`src/design/timer_pw_pkg.sv`:
```
/*
  constants and types for the pulse width timer block: register offsets,
  control and interrupt bit positions, mode codes, full counts, vectors.
  assumes a 32-bit apb slave with byte addresses and one word per register.
*/
package timer_pw_pkg;
  localparam int addr_w = 8;
  localparam logic [7:0] addr_t0_ctrl = 8'h00;
  localparam logic [7:0] addr_t0_count = 8'h04;
  localparam logic [7:0] addr_t1_ctrl = 8'h08;
  localparam logic [7:0] addr_t1_low = 8'h0c;
  localparam logic [7:0] addr_t1_high = 8'h10;
  localparam logic [7:0] addr_intc = 8'h14;
  localparam logic [7:0] addr_pull = 8'h18;
  localparam int mode_lo_bit = 6;
  localparam int run_bit = 4;
  localparam int edge_bit = 3;
  localparam int emi_bit = 0;
  localparam int ie0_bit = 2;
  localparam int ie1_bit = 3;
  localparam int flag0_bit = 5;
  localparam int flag1_bit = 6;
  localparam logic [1:0] mode_event = 2'h1;
  localparam logic [1:0] mode_timer = 2'h2;
  localparam logic [1:0] mode_pulse = 2'h3;
  localparam logic [1:0] mode_rst = 2'h0;
  localparam logic [15:0] full_t0 = 16'h00ff;
  localparam logic [15:0] full_t1 = 16'hffff;
  localparam logic [15:0] count_rst = 16'h0000;
  localparam logic [7:0] vector_t0 = 8'h08;
  localparam logic [7:0] vector_t1 = 8'h0c;
  localparam int prescale_div = 4;
  localparam logic [1:0] prescale_last = 2'(prescale_div - 1);
  typedef enum logic [1:0] {pw_idle, pw_armed, pw_count} pw_state_e;
endpackage

```
`src/design/timer_pw_measure.sv`:
```
/*
  two timer/event counters (8-bit and 16-bit) with pulse width measurement,
  apb register access, overflow flags, interrupt vector and wake-up.
  assumes pins arrive asynchronously; power_down and int_ack come from the
  core on pclk; port direction lives outside, the pull-high option is a register driven out on pull_high_en.
*/
`timescale 1ns/1ps
`default_nettype none

module timer_pw_measure (
  input wire logic pclk,
  input wire logic presetn,
  input wire logic psel,
  input wire logic penable,
  input wire logic pwrite,
  input wire logic [timer_pw_pkg::addr_w-1:0] paddr,
  input wire logic [31:0] pwdata,
  output logic [31:0] prdata,
  output logic pready,
  output logic pslverr,
  input wire logic timer0_input_pin,
  input wire logic timer1_input_pin,
  input wire logic power_down,
  input wire logic int_ack,
  output logic int_req,
  output logic [7:0] int_vector,
  output logic wakeup,
  output logic [1:0] pull_high_en
);
  import timer_pw_pkg::*;

  typedef struct packed {
    logic [1:0] sync1;
    logic [1:0] sync2;
    logic [1:0] prev;
    logic [1:0] prescale;
    logic [1:0][1:0] mode;
    logic [1:0] run;
    logic [1:0] edge_sel;
    logic [1:0][15:0] cnt;
    logic [1:0][15:0] pre;
    pw_state_e [1:0] pw_st;
    logic [1:0] pend;
    logic [7:0] low_buf;
    logic [7:0] rd_latch;
    logic emi;
    logic [1:0] ie;
    logic [1:0] flag;
    logic [1:0] pull;
    logic pready;
    logic pslverr;
    logic [31:0] prdata;
    logic wakeup;
    logic int_req;
    logic [7:0] int_vector;
  } state_s;

  state_s state_reg;
  state_s state_next;
  logic tick;
  logic setup;
  logic access;
  logic wr;
  logic rd;
  logic [1:0] rise;
  logic [1:0] fall;
  logic [1:0] start_edge;
  logic [1:0] stop_edge;
  logic [1:0] ev_edge;
  logic [1:0] inhibit;
  logic [1:0] inc;
  logic [1:0] ovf;
  logic [1:0][15:0] full;

  assign tick = (state_reg.prescale == prescale_last);
  assign setup = psel & ~penable;
  assign access = psel & penable & state_reg.pready;
  assign wr = access & pwrite;
  assign rd = access & ~pwrite;
  assign inhibit[0] = access & (paddr == addr_t0_count);
  assign inhibit[1] = access & ((paddr == addr_t1_low) | (paddr == addr_t1_high));
  assign full[0] = full_t0;
  assign full[1] = full_t1;

  genvar gi;
  generate
    for (gi = 0; gi < 2; gi++) begin : g_ch
      assign rise[gi] = state_reg.sync2[gi] & ~state_reg.prev[gi];
      assign fall[gi] = ~state_reg.sync2[gi] & state_reg.prev[gi];
      assign start_edge[gi] = state_reg.edge_sel[gi] ? rise[gi] : fall[gi];
      assign stop_edge[gi] = state_reg.edge_sel[gi] ? fall[gi] : rise[gi];
      assign ev_edge[gi] = state_reg.edge_sel[gi] ? fall[gi] : rise[gi];
      assign inc[gi] = state_reg.run[gi] & ~inhibit[gi] &
        (((state_reg.mode[gi] == mode_timer) & tick) |
         ((state_reg.mode[gi] == mode_event) & ev_edge[gi]) |
         ((state_reg.mode[gi] == mode_pulse) & (state_reg.pw_st[gi] == pw_count) &
          tick & ~state_reg.pend[gi]));
      assign ovf[gi] = inc[gi] & (state_reg.cnt[gi] == full[gi]);
    end
  endgenerate

  always_comb begin
    state_next = state_reg;
    state_next.sync1 = {timer1_input_pin, timer0_input_pin};
    state_next.sync2 = state_reg.sync1;
    state_next.prev = state_reg.sync2;
    state_next.prescale = tick ? 2'h0 : state_reg.prescale + 2'h1;
    state_next.pready = setup;
    state_next.pslverr = 1'b0;
    for (int i = 0; i < 2; i++) begin
      if (ovf[i]) begin
        state_next.cnt[i] = state_reg.pre[i];
      end else if (inc[i]) begin
        state_next.cnt[i] = (state_reg.cnt[i] + 16'h0001) & full[i];
      end
      unique case (state_reg.pw_st[i])
        pw_idle: begin
          state_next.pend[i] = 1'b0;
          if (state_reg.run[i] && state_reg.mode[i] == mode_pulse) begin
            state_next.pw_st[i] = pw_armed;
          end
        end
        pw_armed: begin
          if (!state_reg.run[i] || state_reg.mode[i] != mode_pulse) begin
            state_next.pw_st[i] = pw_idle;
          end else if (state_reg.pend[i] && tick) begin
            state_next.pw_st[i] = pw_count;
            state_next.pend[i] = 1'b0;
          end else if (start_edge[i]) begin
            state_next.pend[i] = 1'b1;
          end
        end
        pw_count: begin
          if (!state_reg.run[i] || state_reg.mode[i] != mode_pulse) begin
            state_next.pw_st[i] = pw_idle;
          end else if (state_reg.pend[i] && tick) begin
            state_next.pw_st[i] = pw_idle;
            state_next.run[i] = 1'b0;
            state_next.pend[i] = 1'b0;
          end else if (stop_edge[i]) begin
            state_next.pend[i] = 1'b1;
          end
        end
        default: begin
          state_next.pw_st[i] = pw_idle;
        end
      endcase
    end
    // servicing clears flag and master enable
    if (int_ack) begin
      state_next.emi = 1'b0;
      if (state_reg.flag[0] && state_reg.ie[0]) begin
        state_next.flag[0] = 1'b0;
      end else begin
        state_next.flag[1] = 1'b0;
      end
    end
    if (wr) begin
      unique case (paddr)
        addr_t0_ctrl: begin
          // mode field, run and edge select; run is also cleared by hardware at the end of a pulse measurement
          state_next.mode[0] = pwdata[mode_lo_bit+1:mode_lo_bit];
          state_next.run[0] = pwdata[run_bit];
          state_next.edge_sel[0] = pwdata[edge_bit];
        end
        addr_t1_ctrl: begin
          state_next.mode[1] = pwdata[mode_lo_bit+1:mode_lo_bit];
          state_next.run[1] = pwdata[run_bit];
          state_next.edge_sel[1] = pwdata[edge_bit];
        end
        addr_t0_count: begin
          state_next.pre[0] = {8'h00, pwdata[7:0]};
          if (!state_reg.run[0]) begin
            state_next.cnt[0] = {8'h00, pwdata[7:0]};
          end
        end
        addr_t1_low: begin
          state_next.low_buf = pwdata[7:0];
        end
        addr_t1_high: begin
          state_next.pre[1] = {pwdata[7:0], state_reg.low_buf};
          if (!state_reg.run[1]) begin
            state_next.cnt[1] = {pwdata[7:0], state_reg.low_buf};
          end
        end
        addr_intc: begin
          state_next.emi = pwdata[emi_bit];
          state_next.ie = {pwdata[ie1_bit], pwdata[ie0_bit]};
          state_next.flag = {pwdata[flag1_bit], pwdata[flag0_bit]};
        end
        addr_pull: begin
          state_next.pull = pwdata[1:0];
        end
        default: begin
        end
      endcase
    end
    if (rd && paddr == addr_t1_high) begin
      state_next.rd_latch = state_reg.cnt[1][7:0];
    end
    state_next.flag = state_next.flag | ovf;
    // wake in power down when an overflow sets a flag that was clear
    state_next.wakeup = power_down & (|(ovf & ~state_reg.flag));
    state_next.int_req = state_next.emi & (|(state_next.flag & state_next.ie));
    state_next.int_vector = (state_next.flag[0] & state_next.ie[0]) ? vector_t0 : vector_t1;
    state_next.prdata = 32'h0000_0000;
    if (setup && !pwrite) begin
      unique case (paddr)
        addr_t0_ctrl: state_next.prdata[7:0] = {state_reg.mode[0], 1'b0, state_reg.run[0],
                                                 state_reg.edge_sel[0], 3'h0};
        addr_t1_ctrl: state_next.prdata[7:0] = {state_reg.mode[1], 1'b0, state_reg.run[1],
                                                 state_reg.edge_sel[1], 3'h0};
        addr_t0_count: state_next.prdata[7:0] = state_reg.cnt[0][7:0];
        addr_t1_low: state_next.prdata[7:0] = state_reg.rd_latch;
        addr_t1_high: state_next.prdata[7:0] = state_reg.cnt[1][15:8];
        addr_intc: state_next.prdata[7:0] = {1'b0, state_reg.flag, 1'b0, state_reg.ie,
                                              1'b0, state_reg.emi};
        addr_pull: state_next.prdata[1:0] = state_reg.pull;
        default: state_next.pslverr = 1'b1;
      endcase
    end else if (setup) begin
      unique case (paddr)
        addr_t0_ctrl, addr_t1_ctrl, addr_t0_count, addr_t1_low, addr_t1_high,
        addr_intc, addr_pull: state_next.pslverr = 1'b0;
        default: state_next.pslverr = 1'b1;
      endcase
    end
  end

  always_ff @(posedge pclk or negedge presetn) begin
    if (!presetn) begin
      state_reg <= '0;
    end else begin
      state_reg <= state_next;
    end
  end

  assign prdata = state_reg.prdata;
  assign pready = state_reg.pready;
  assign pslverr = state_reg.pslverr;
  assign int_req = state_reg.int_req;
  assign int_vector = state_reg.int_vector;
  assign wakeup = state_reg.wakeup;
  assign pull_high_en = state_reg.pull;
endmodule

`default_nettype wire

```
`config.mk`:
```
export PLATFORM = sky130hd
export DESIGN_NAME = timer_pw_measure
export DESIGN_NICKNAME = d
export VERILOG_FILES = /design/src/design/timer_pw_pkg.sv /design/src/design/timer_pw_measure.sv
export SDC_FILE = /design/constraint.sdc
export NUM_CORES = 1
export LEC_CHECK = 0
export ABC_AREA = 0
export ABC_CLOCK_PERIOD_IN_PS = 4460
export BUFFER_PORTS_ARGS = -buffer_cell sky130_fd_sc_hd__buf_2
export CAP_MARGIN = 10
export CORE_ASPECT_RATIO = 1.75
export CORE_MARGIN = 10
export CORE_UTILIZATION = 62
export DETAILED_ROUTE_END_ITERATION = 6
export GPL_TIMING_DRIVEN = 1
export PLACE_DENSITY = 0.88
export RECOVER_POWER = 25
export REMOVE_ABC_BUFFERS = 1
export SLEW_MARGIN = 20
export SYNTH_ARGS = -nofsm -noshare
export SYNTH_HDL_FRONTEND = slang
export SYNTH_SLANG_ARGS = --single-unit
```
`constraint.sdc`:
```
create_clock -name pclk -period 4.46 [get_ports pclk]
set_input_delay 0.669 -clock pclk [delete_from_list [all_inputs] [get_ports pclk]]
set_output_delay 0.669 -clock pclk [all_outputs]
set_load 0.02 [all_outputs]
```
==> results_dict.tcl, run 1 <==
set metrics [dict create \
    grt_pass1_vias 5098 \
    switchingPower_mw 0.7174 \
    combPwrFrac_pct 7.4 \
    peakVddDrop_uv 291.0 \
    cts_sinks 115 \
    clock_latency_ns 0.42 \
    final-max-slew-violation-count 58 \
    path_clk_slew_ns 0.05 \
    gp_congestion 1.007 \
    criticalPathCategory "in -> async" \
    syn_area_per_cell_um2 10.19 \
    cts_tree "built" \
    post_drt_wl_per_cell_um 21.14 \
    vias_per_cell 6.312 \
    nets 701 \
    synth_cells 605 \
    required_ns 4.32 \
    drt_pass1_iterations 6 \
    portBuffers 40 \
    p_int_mw 1.864 \
    setup_tns_ns 0 \
    drive_gt1_share_pct 22.32 \
    pwr-share-clk_pct 48.6 \
    dieArea_um2 14490 \
    synthToLayoutAreaGrowth_pct 10.81 \
    fin_cells 780 \
    crit_path_end_kind "asynchronous set/reset pin" \
    regArea_um2 2878 \
    antenna_found_initial 0 \
    grt_max_degree 58 \
    ctsLongestPathBuffers 2 \
    hold_viol 0 \
    slew_headroom_pct -99.52 \
    fin_worst_skew_ns 0.008533 \
    place_ws_ns 1.231 \
    vias 4923 \
    setup_ws_ns 1.544 \
    core_um2 9789 \
    postRouteAntennaNets 0 \
    overflow 0 \
    cts_root_buffer "clkbuf_16" \
    synth-main-ff-cell "dfrtp_1" \
    max_cap_violations 1 \
    drt-total-wl_um 16490 \
    p_leak_nw 3.159 \
    multi_input_area_um2 2954 \
    synthesis.area_um2 6167 \
    fmax_ghz 0.3429 \
    postCtsResizedCells 0 \
    largest_reg_flops 95 \
    rows 48 \
    sw_frac_of_total_pct 27.79 \
    finalSetupViolations 0 \
    async_flop_share_pct 100.0 \
    nFillCells 724 \
    slowest_delay_ns 2.08 \
    violations "max-capacitance violations, max-slew violations" \
    die-width_um 95.39 \
    grt_util_all_layers_pct 23.23 \
    rsz0062_at_grt "false" \
    pwr-share-seq_pct 43.9 \
    outcome "finished with violations" \
    die_y_um 151.9 \
    post_cts_buffers 0 \
    drt_iter0_drc 450 \
    hold_ws_ns 0.3481 \
    place_inst 747 \
    htree_levels 4 \
    yosysWarnings 0 \
    crit_arrival_ns 2.78 \
    finalCritPeriodShare_pct 65.38 \
    synth_edf_count 0 \
    critPathTopFamily "buffers and inverters" \
    drc_errors 0 \
    start_kind "primary input" \
    ys_types 69 \
    grt_pass1_wl_um 26280 \
    crit_chain "clkbuf_1" \
    worstPathMaxFanout 57 \
    synth_seq_cells 115 \
    yosysSeqAreaShare_pct 46.66 \
    io_pins 95 \
    start_util_pct 63.00 \
    final.min_clock_period_ns 2.916 \
    worst_slew_pin_slew_ns 2.993 \
    place_hpwl_um 11700 \
    power_density_nw_per_um2 377.7 \
    cpMaxStageDelayCell "clkbuf_1" \
    numCtsBuffers 17 \
    cts_hold_buffers 0 \
    path_buf_inv 1 \
    min_path_type "reg -> reg" \
]
==> cells in the mapped netlist (all sizes together) (5+ instances only) <==
library cell / number / share of area, %
nand2: 53 / 3.4
nand4: 10 / 1.0
a211oi: 6 / 0.73
nand3: 25 / 2.1
o31ai: 5 / 0.61
nor2: 37 / 2.5
buf: 48 / 5.7
clkbuf: 7 / 0.43
mux2i: 13 / 2.1
dfrtp: 115 / 47
mux2: 53 / 9.8
ha: 11 / 2.2
o21ai: 41 / 3.4
inv: 19 / 1.2
a22oi: 10 / 1.2
nor4: 9 / 1.6
a21oi: 33 / 2.7
and3: 14 / 1.4
or3: 7 / 0.71
nand2b: 8 / 0.81
a31oi: 9 / 0.91
nor3: 15 / 1.5
==> layout make-up <==
cell class,instances,area share [%]
Antenna cell,1,0.03662
Sequential cell,115,42.11
Tap cell,125,2.289
Clock buffer,17,6.225
Multi-Input combinational cell,445,43.23
Timing Repair Buffer,43,3.222
Inverter,19,1.044
Clock inverter,15,1.849
==> path summary, 6_finish.rpt <==
path	slack (ns)	startpoint	depth (start not counted)	endpoint
min reg2reg	0.35	state_next[150]	0	state_next[148]
min in group asynchronous	1.23	presetn	1	state_reg[145]
min	0.35	state_next[150]	0	state_next[148]
max	1.54	presetn	1	state_reg[92]
max in group pclk	1.62	paddr[5]	6	state_reg[136]
max reg2reg	1.79	state_reg[105]	7	state_reg[106]
==> power by group through the flow <==
stage	combinational (mW)	sequential, mW	clock [mW]
floorplan	0.110	1.13	0
global placement	0.172	1.14	0
detailed placement	0.181	1.15	0
CTS	0.189	1.13	1.27
global route	0.209	1.14	1.32
finish	0.192	1.13	1.26
==> placed cells by master (no fill, tap or decap), types with 6 or more instances in the layout <==
cell type	n
inv_1	19
and3_1	14
clkbuf_16	17
o21ai_0	38
or3_1	7
dfrtp_1	115
a21oi_1	33
nand3_1	24
nand2b_1	8
nand4_1	10
mux2i_1	13
buf_2	38
ha_1	11
a22oi_1	10
conb_1	31
nor2_1	36
a31oi_1	9
nor3_1	12
a211oi_1	6
nand2_1	51
mux2_2	51
==> layer usage <==
| layer | routed length (um) | vias up | track usage, % |
|---|---|---|---|
| met5 | 0 | - | 0 |
| met4 | 1042 | 0 | 15.95 |
| met3 | 1317 | 71 | 5.772 |
| met2 | 8354 | 264 | 38.24 |
| met1 | 5775 | 2371 | 25.06 |
| li1 | - | 2217 | - |
==> through the flow <==
step / utilization, % / instance area (um2) / total power, mW
CTS: 69.79 / 6832 / 2.583
finish: 69.81 / 6834 / 2.582
detailed placement: 64.15 / 6280 / 1.328
floorplan: - / 5898 / 1.240
global placement: 64.15 / 6280 / 1.316
global route: 69.79 / 6832 / 2.664
==> kinds of logic after synthesis <==
kind of cell             after synthesis  share of synthesized area, %
multiplexers                          66                         11.91
adder cells (fa/ha/maj)               11                         2.232
AND/OR/NAND/NOR                      199                         17.53
AO/OA/AOI/OAI                        134                         13.69
buffers and inverters                 74                         7.283
flip-flops                           115                         46.66
XOR/XNOR                               4                        0.5682
other                                  2                        0.1218
Power figures use the tool's default switching activity.
==> run 2: changes to the inputs <==
--- a/config.mk
+++ b/config.mk
@@ -6,15 +6,15 @@
 export NUM_CORES = 1
 export LEC_CHECK = 0
 export ABC_AREA = 0
-export ABC_CLOCK_PERIOD_IN_PS = 4460
+export ABC_CLOCK_PERIOD_IN_PS = 2800
 export BUFFER_PORTS_ARGS = -buffer_cell sky130_fd_sc_hd__buf_2
 export CAP_MARGIN = 10
 export CORE_ASPECT_RATIO = 1.75
 export CORE_MARGIN = 10
-export CORE_UTILIZATION = 62
+export CORE_UTILIZATION = 57
 export DETAILED_ROUTE_END_ITERATION = 6
 export GPL_TIMING_DRIVEN = 1
-export PLACE_DENSITY = 0.88
+export PLACE_DENSITY = 0.82
 export RECOVER_POWER = 25
 export REMOVE_ABC_BUFFERS = 1
 export SLEW_MARGIN = 20
==> constraint.sdc (replaced) <==
create_clock -name pclk -period 2.8 [get_ports pclk]
set_input_delay 0.42 -clock pclk [delete_from_list [all_inputs] [get_ports pclk]]
set_output_delay 0.42 -clock pclk [all_outputs]
set_load 0.02 [all_outputs]
==> run 2 against run 1 <==
Against the previous run: the run still ends with max-capacitance violations, max-slew violations left; critical path depth grew 7; count of clock-buffer cells in the layout unchanged; largest cell class unchanged; die area increased by 7.3%; design area grew 3.6%; hold slack got worse by 0.24 ns; via count increased by 2.7%; global-route usage fell by 1.2 points; clock skew about the same; routed wire length is 2.4% higher; final cell count up 3.8%; core utilization is 3.2 points lower; highest routed layer unchanged.
==> results_dict.tcl, run 2 (same netlist as run 1, synthesis figures left out) <==
set metrics [dict create \
    slew_headroom_pct -19.09 \
    peakVddDrop_uv 465.5 \
    rows 50 \
    drt-total-wl_um 16890 \
    postRouteAntennaNets 0 \
    antenna_cells 0 \
    ctsLongestPathBuffers 2 \
    numCtsBuffers 17 \
    fin_worst_skew_ns 0.008850 \
    rsz0062_at_grt "false" \
    finalSetupViolations 0 \
    final.min_clock_period_ns 2.583 \
    core_um2 10640 \
    switchingPower_mw 1.120 \
    worstPathMaxFanout 14 \
    drt_pass1_iterations 7 \
    path_clk_slew_ns 0.06 \
    p_leak_nw 3.307 \
    finalCritPeriodShare_pct 92.25 \
    htree_levels 4 \
    start_kind "flip-flop" \
    grt_util_all_layers_pct 22.02 \
    outcome "finished with violations" \
    r2r.worst_path.cells 8 \
    die-width_um 98.63 \
    required_ns 3.13 \
    criticalPathCategory "reg -> reg" \
    violations "max-capacitance violations, max-slew violations" \
    clock_latency_ns 0.42 \
    fin_cells 810 \
    dieArea_um2 15540 \
    crit_path_end_kind "flip-flop" \
    post_drt_wl_per_cell_um 20.85 \
    cts_tree "built" \
    final-max-slew-violation-count 32 \
    max_cap_violations 1 \
    hold_viol 0 \
    hold_depth 1 \
    drt_iter0_drc 458 \
    pwr-share-seq_pct 42.6 \
    die_y_um 157.6 \
    crit_arrival_ns 2.91 \
    portBuffers 40 \
    postCtsResizedCells 0 \
    min_path_type "in -> reg" \
    combPwrFrac_pct 7.1 \
    pwr-share-clk_pct 50.2 \
    largest_reg_flops 95 \
    drc_errors 0 \
    gp_congestion 0.9678 \
    fmax_ghz 0.3871 \
    io_pins 95 \
    place_inst 778 \
    sw_frac_of_total_pct 26.34 \
    post_cts_buffers 0 \
    grt_max_degree 52 \
    place_area_um2 6494 \
    design_area_um2 7079 \
    grt_pass1_vias 5257 \
    place_hpwl_um 12460 \
    start_util_pct 57.99 \
    power_density_nw_per_um2 600.5 \
    layout_commonest_cell "dfrtp_1" \
    synthToLayoutAreaGrowth_pct 14.79 \
    drive_gt1_share_pct 25.00 \
    vias 5054 \
    grt_pass1_wl_um 27210 \
    vias_per_cell 6.240 \
    final_cell_mix "115 x dfrtp_1, 51 x nand2_1, 51 x mux2_2, 38 x o21ai_0, 38 x buf_2" \
    hold_ws_ns 0.1066 \
    overflow 0 \
    fin_total_pwr_mw 4.251 \
    antenna_found_initial 0 \
    cts_sinks 115 \
    nets 728 \
    p_int_mw 3.131 \
    cts_root_buffer "clkbuf_16" \
    worst_slew_pin_slew_ns 1.786 \
]
run 2: worst paths after layout:
check                                 start         endpoint  slack, ns
max                           state_reg[69]           wakeup       0.22
min                        timer0_input_pin  state_next[149]       0.11
max reg2reg                   state_reg[69]           wakeup       0.22
min reg2reg                 state_next[150]  state_next[148]       0.35
max in group asynchronous           presetn   state_reg[130]       0.51
min in group asynchronous           presetn   state_reg[123]       1.02
run 2: layer usage:
metal	wire length [um]	up-vias	track usage, %
li1	-	2258	-
met1	5945	2465	23.07
met2	8743	260	38.17
met3	1294	71	5.893
met4	905	0	13.78
met5	0	-	0
run 2: cell type report:
class / instances / area, um2
tap: 130 / 162.7
clock inverter: 14 / 155.1
clock buffer: 17 / 425.4
multi-input combinational: 445 / 2949
sequential: 115 / 2878
timing repair buffer: 70 / 437.9
inverter: 19 / 71.32
fill: 809 / 3556
run 2: metrics by stage:
step,utilization (%),TNS (ns),worst slack (ns)
floorplan,-,-0.02430,-0.02430
global placement,61.06,0,0.2703
detailed placement,61.06,0,0.2527
CTS,66.61,0,0.2343
global route,66.56,0,0.07415
finish,66.56,0,0.2169
run 2: power groups by stage:
| stage | clock, mW | sequential, mW | combinational, mW |
|---|---|---|---|
| after detailed placement | 0 | 1.83 | 0.292 |
| after CTS | 2.15 | 1.80 | 0.302 |
| final | 2.13 | 1.81 | 0.304 |
| after global routing | 2.24 | 1.81 | 0.338 |
| after floorplan | 0 | 1.80 | 0.176 |
| after global placement | 0 | 1.83 | 0.280 |
run 2: repair_timing:
action | 4_1_cts | 5_1_grt
setup endpoints to repair | 0 | 0
hold endpoints to repair | 30 | 0
hold buffers | 1 | 0
run 2: worst max-delay path, stage by stage (launching register included):
cell and delay [ns]:
dfrtp_1 0.43, inv_1 0.11, ha_1 0.23, nand2b_1 0.07, a21boi_0 0.15, o21ai_0 0.24, or3_1 0.66, or3_1 0.41
a21boi_0 0.19
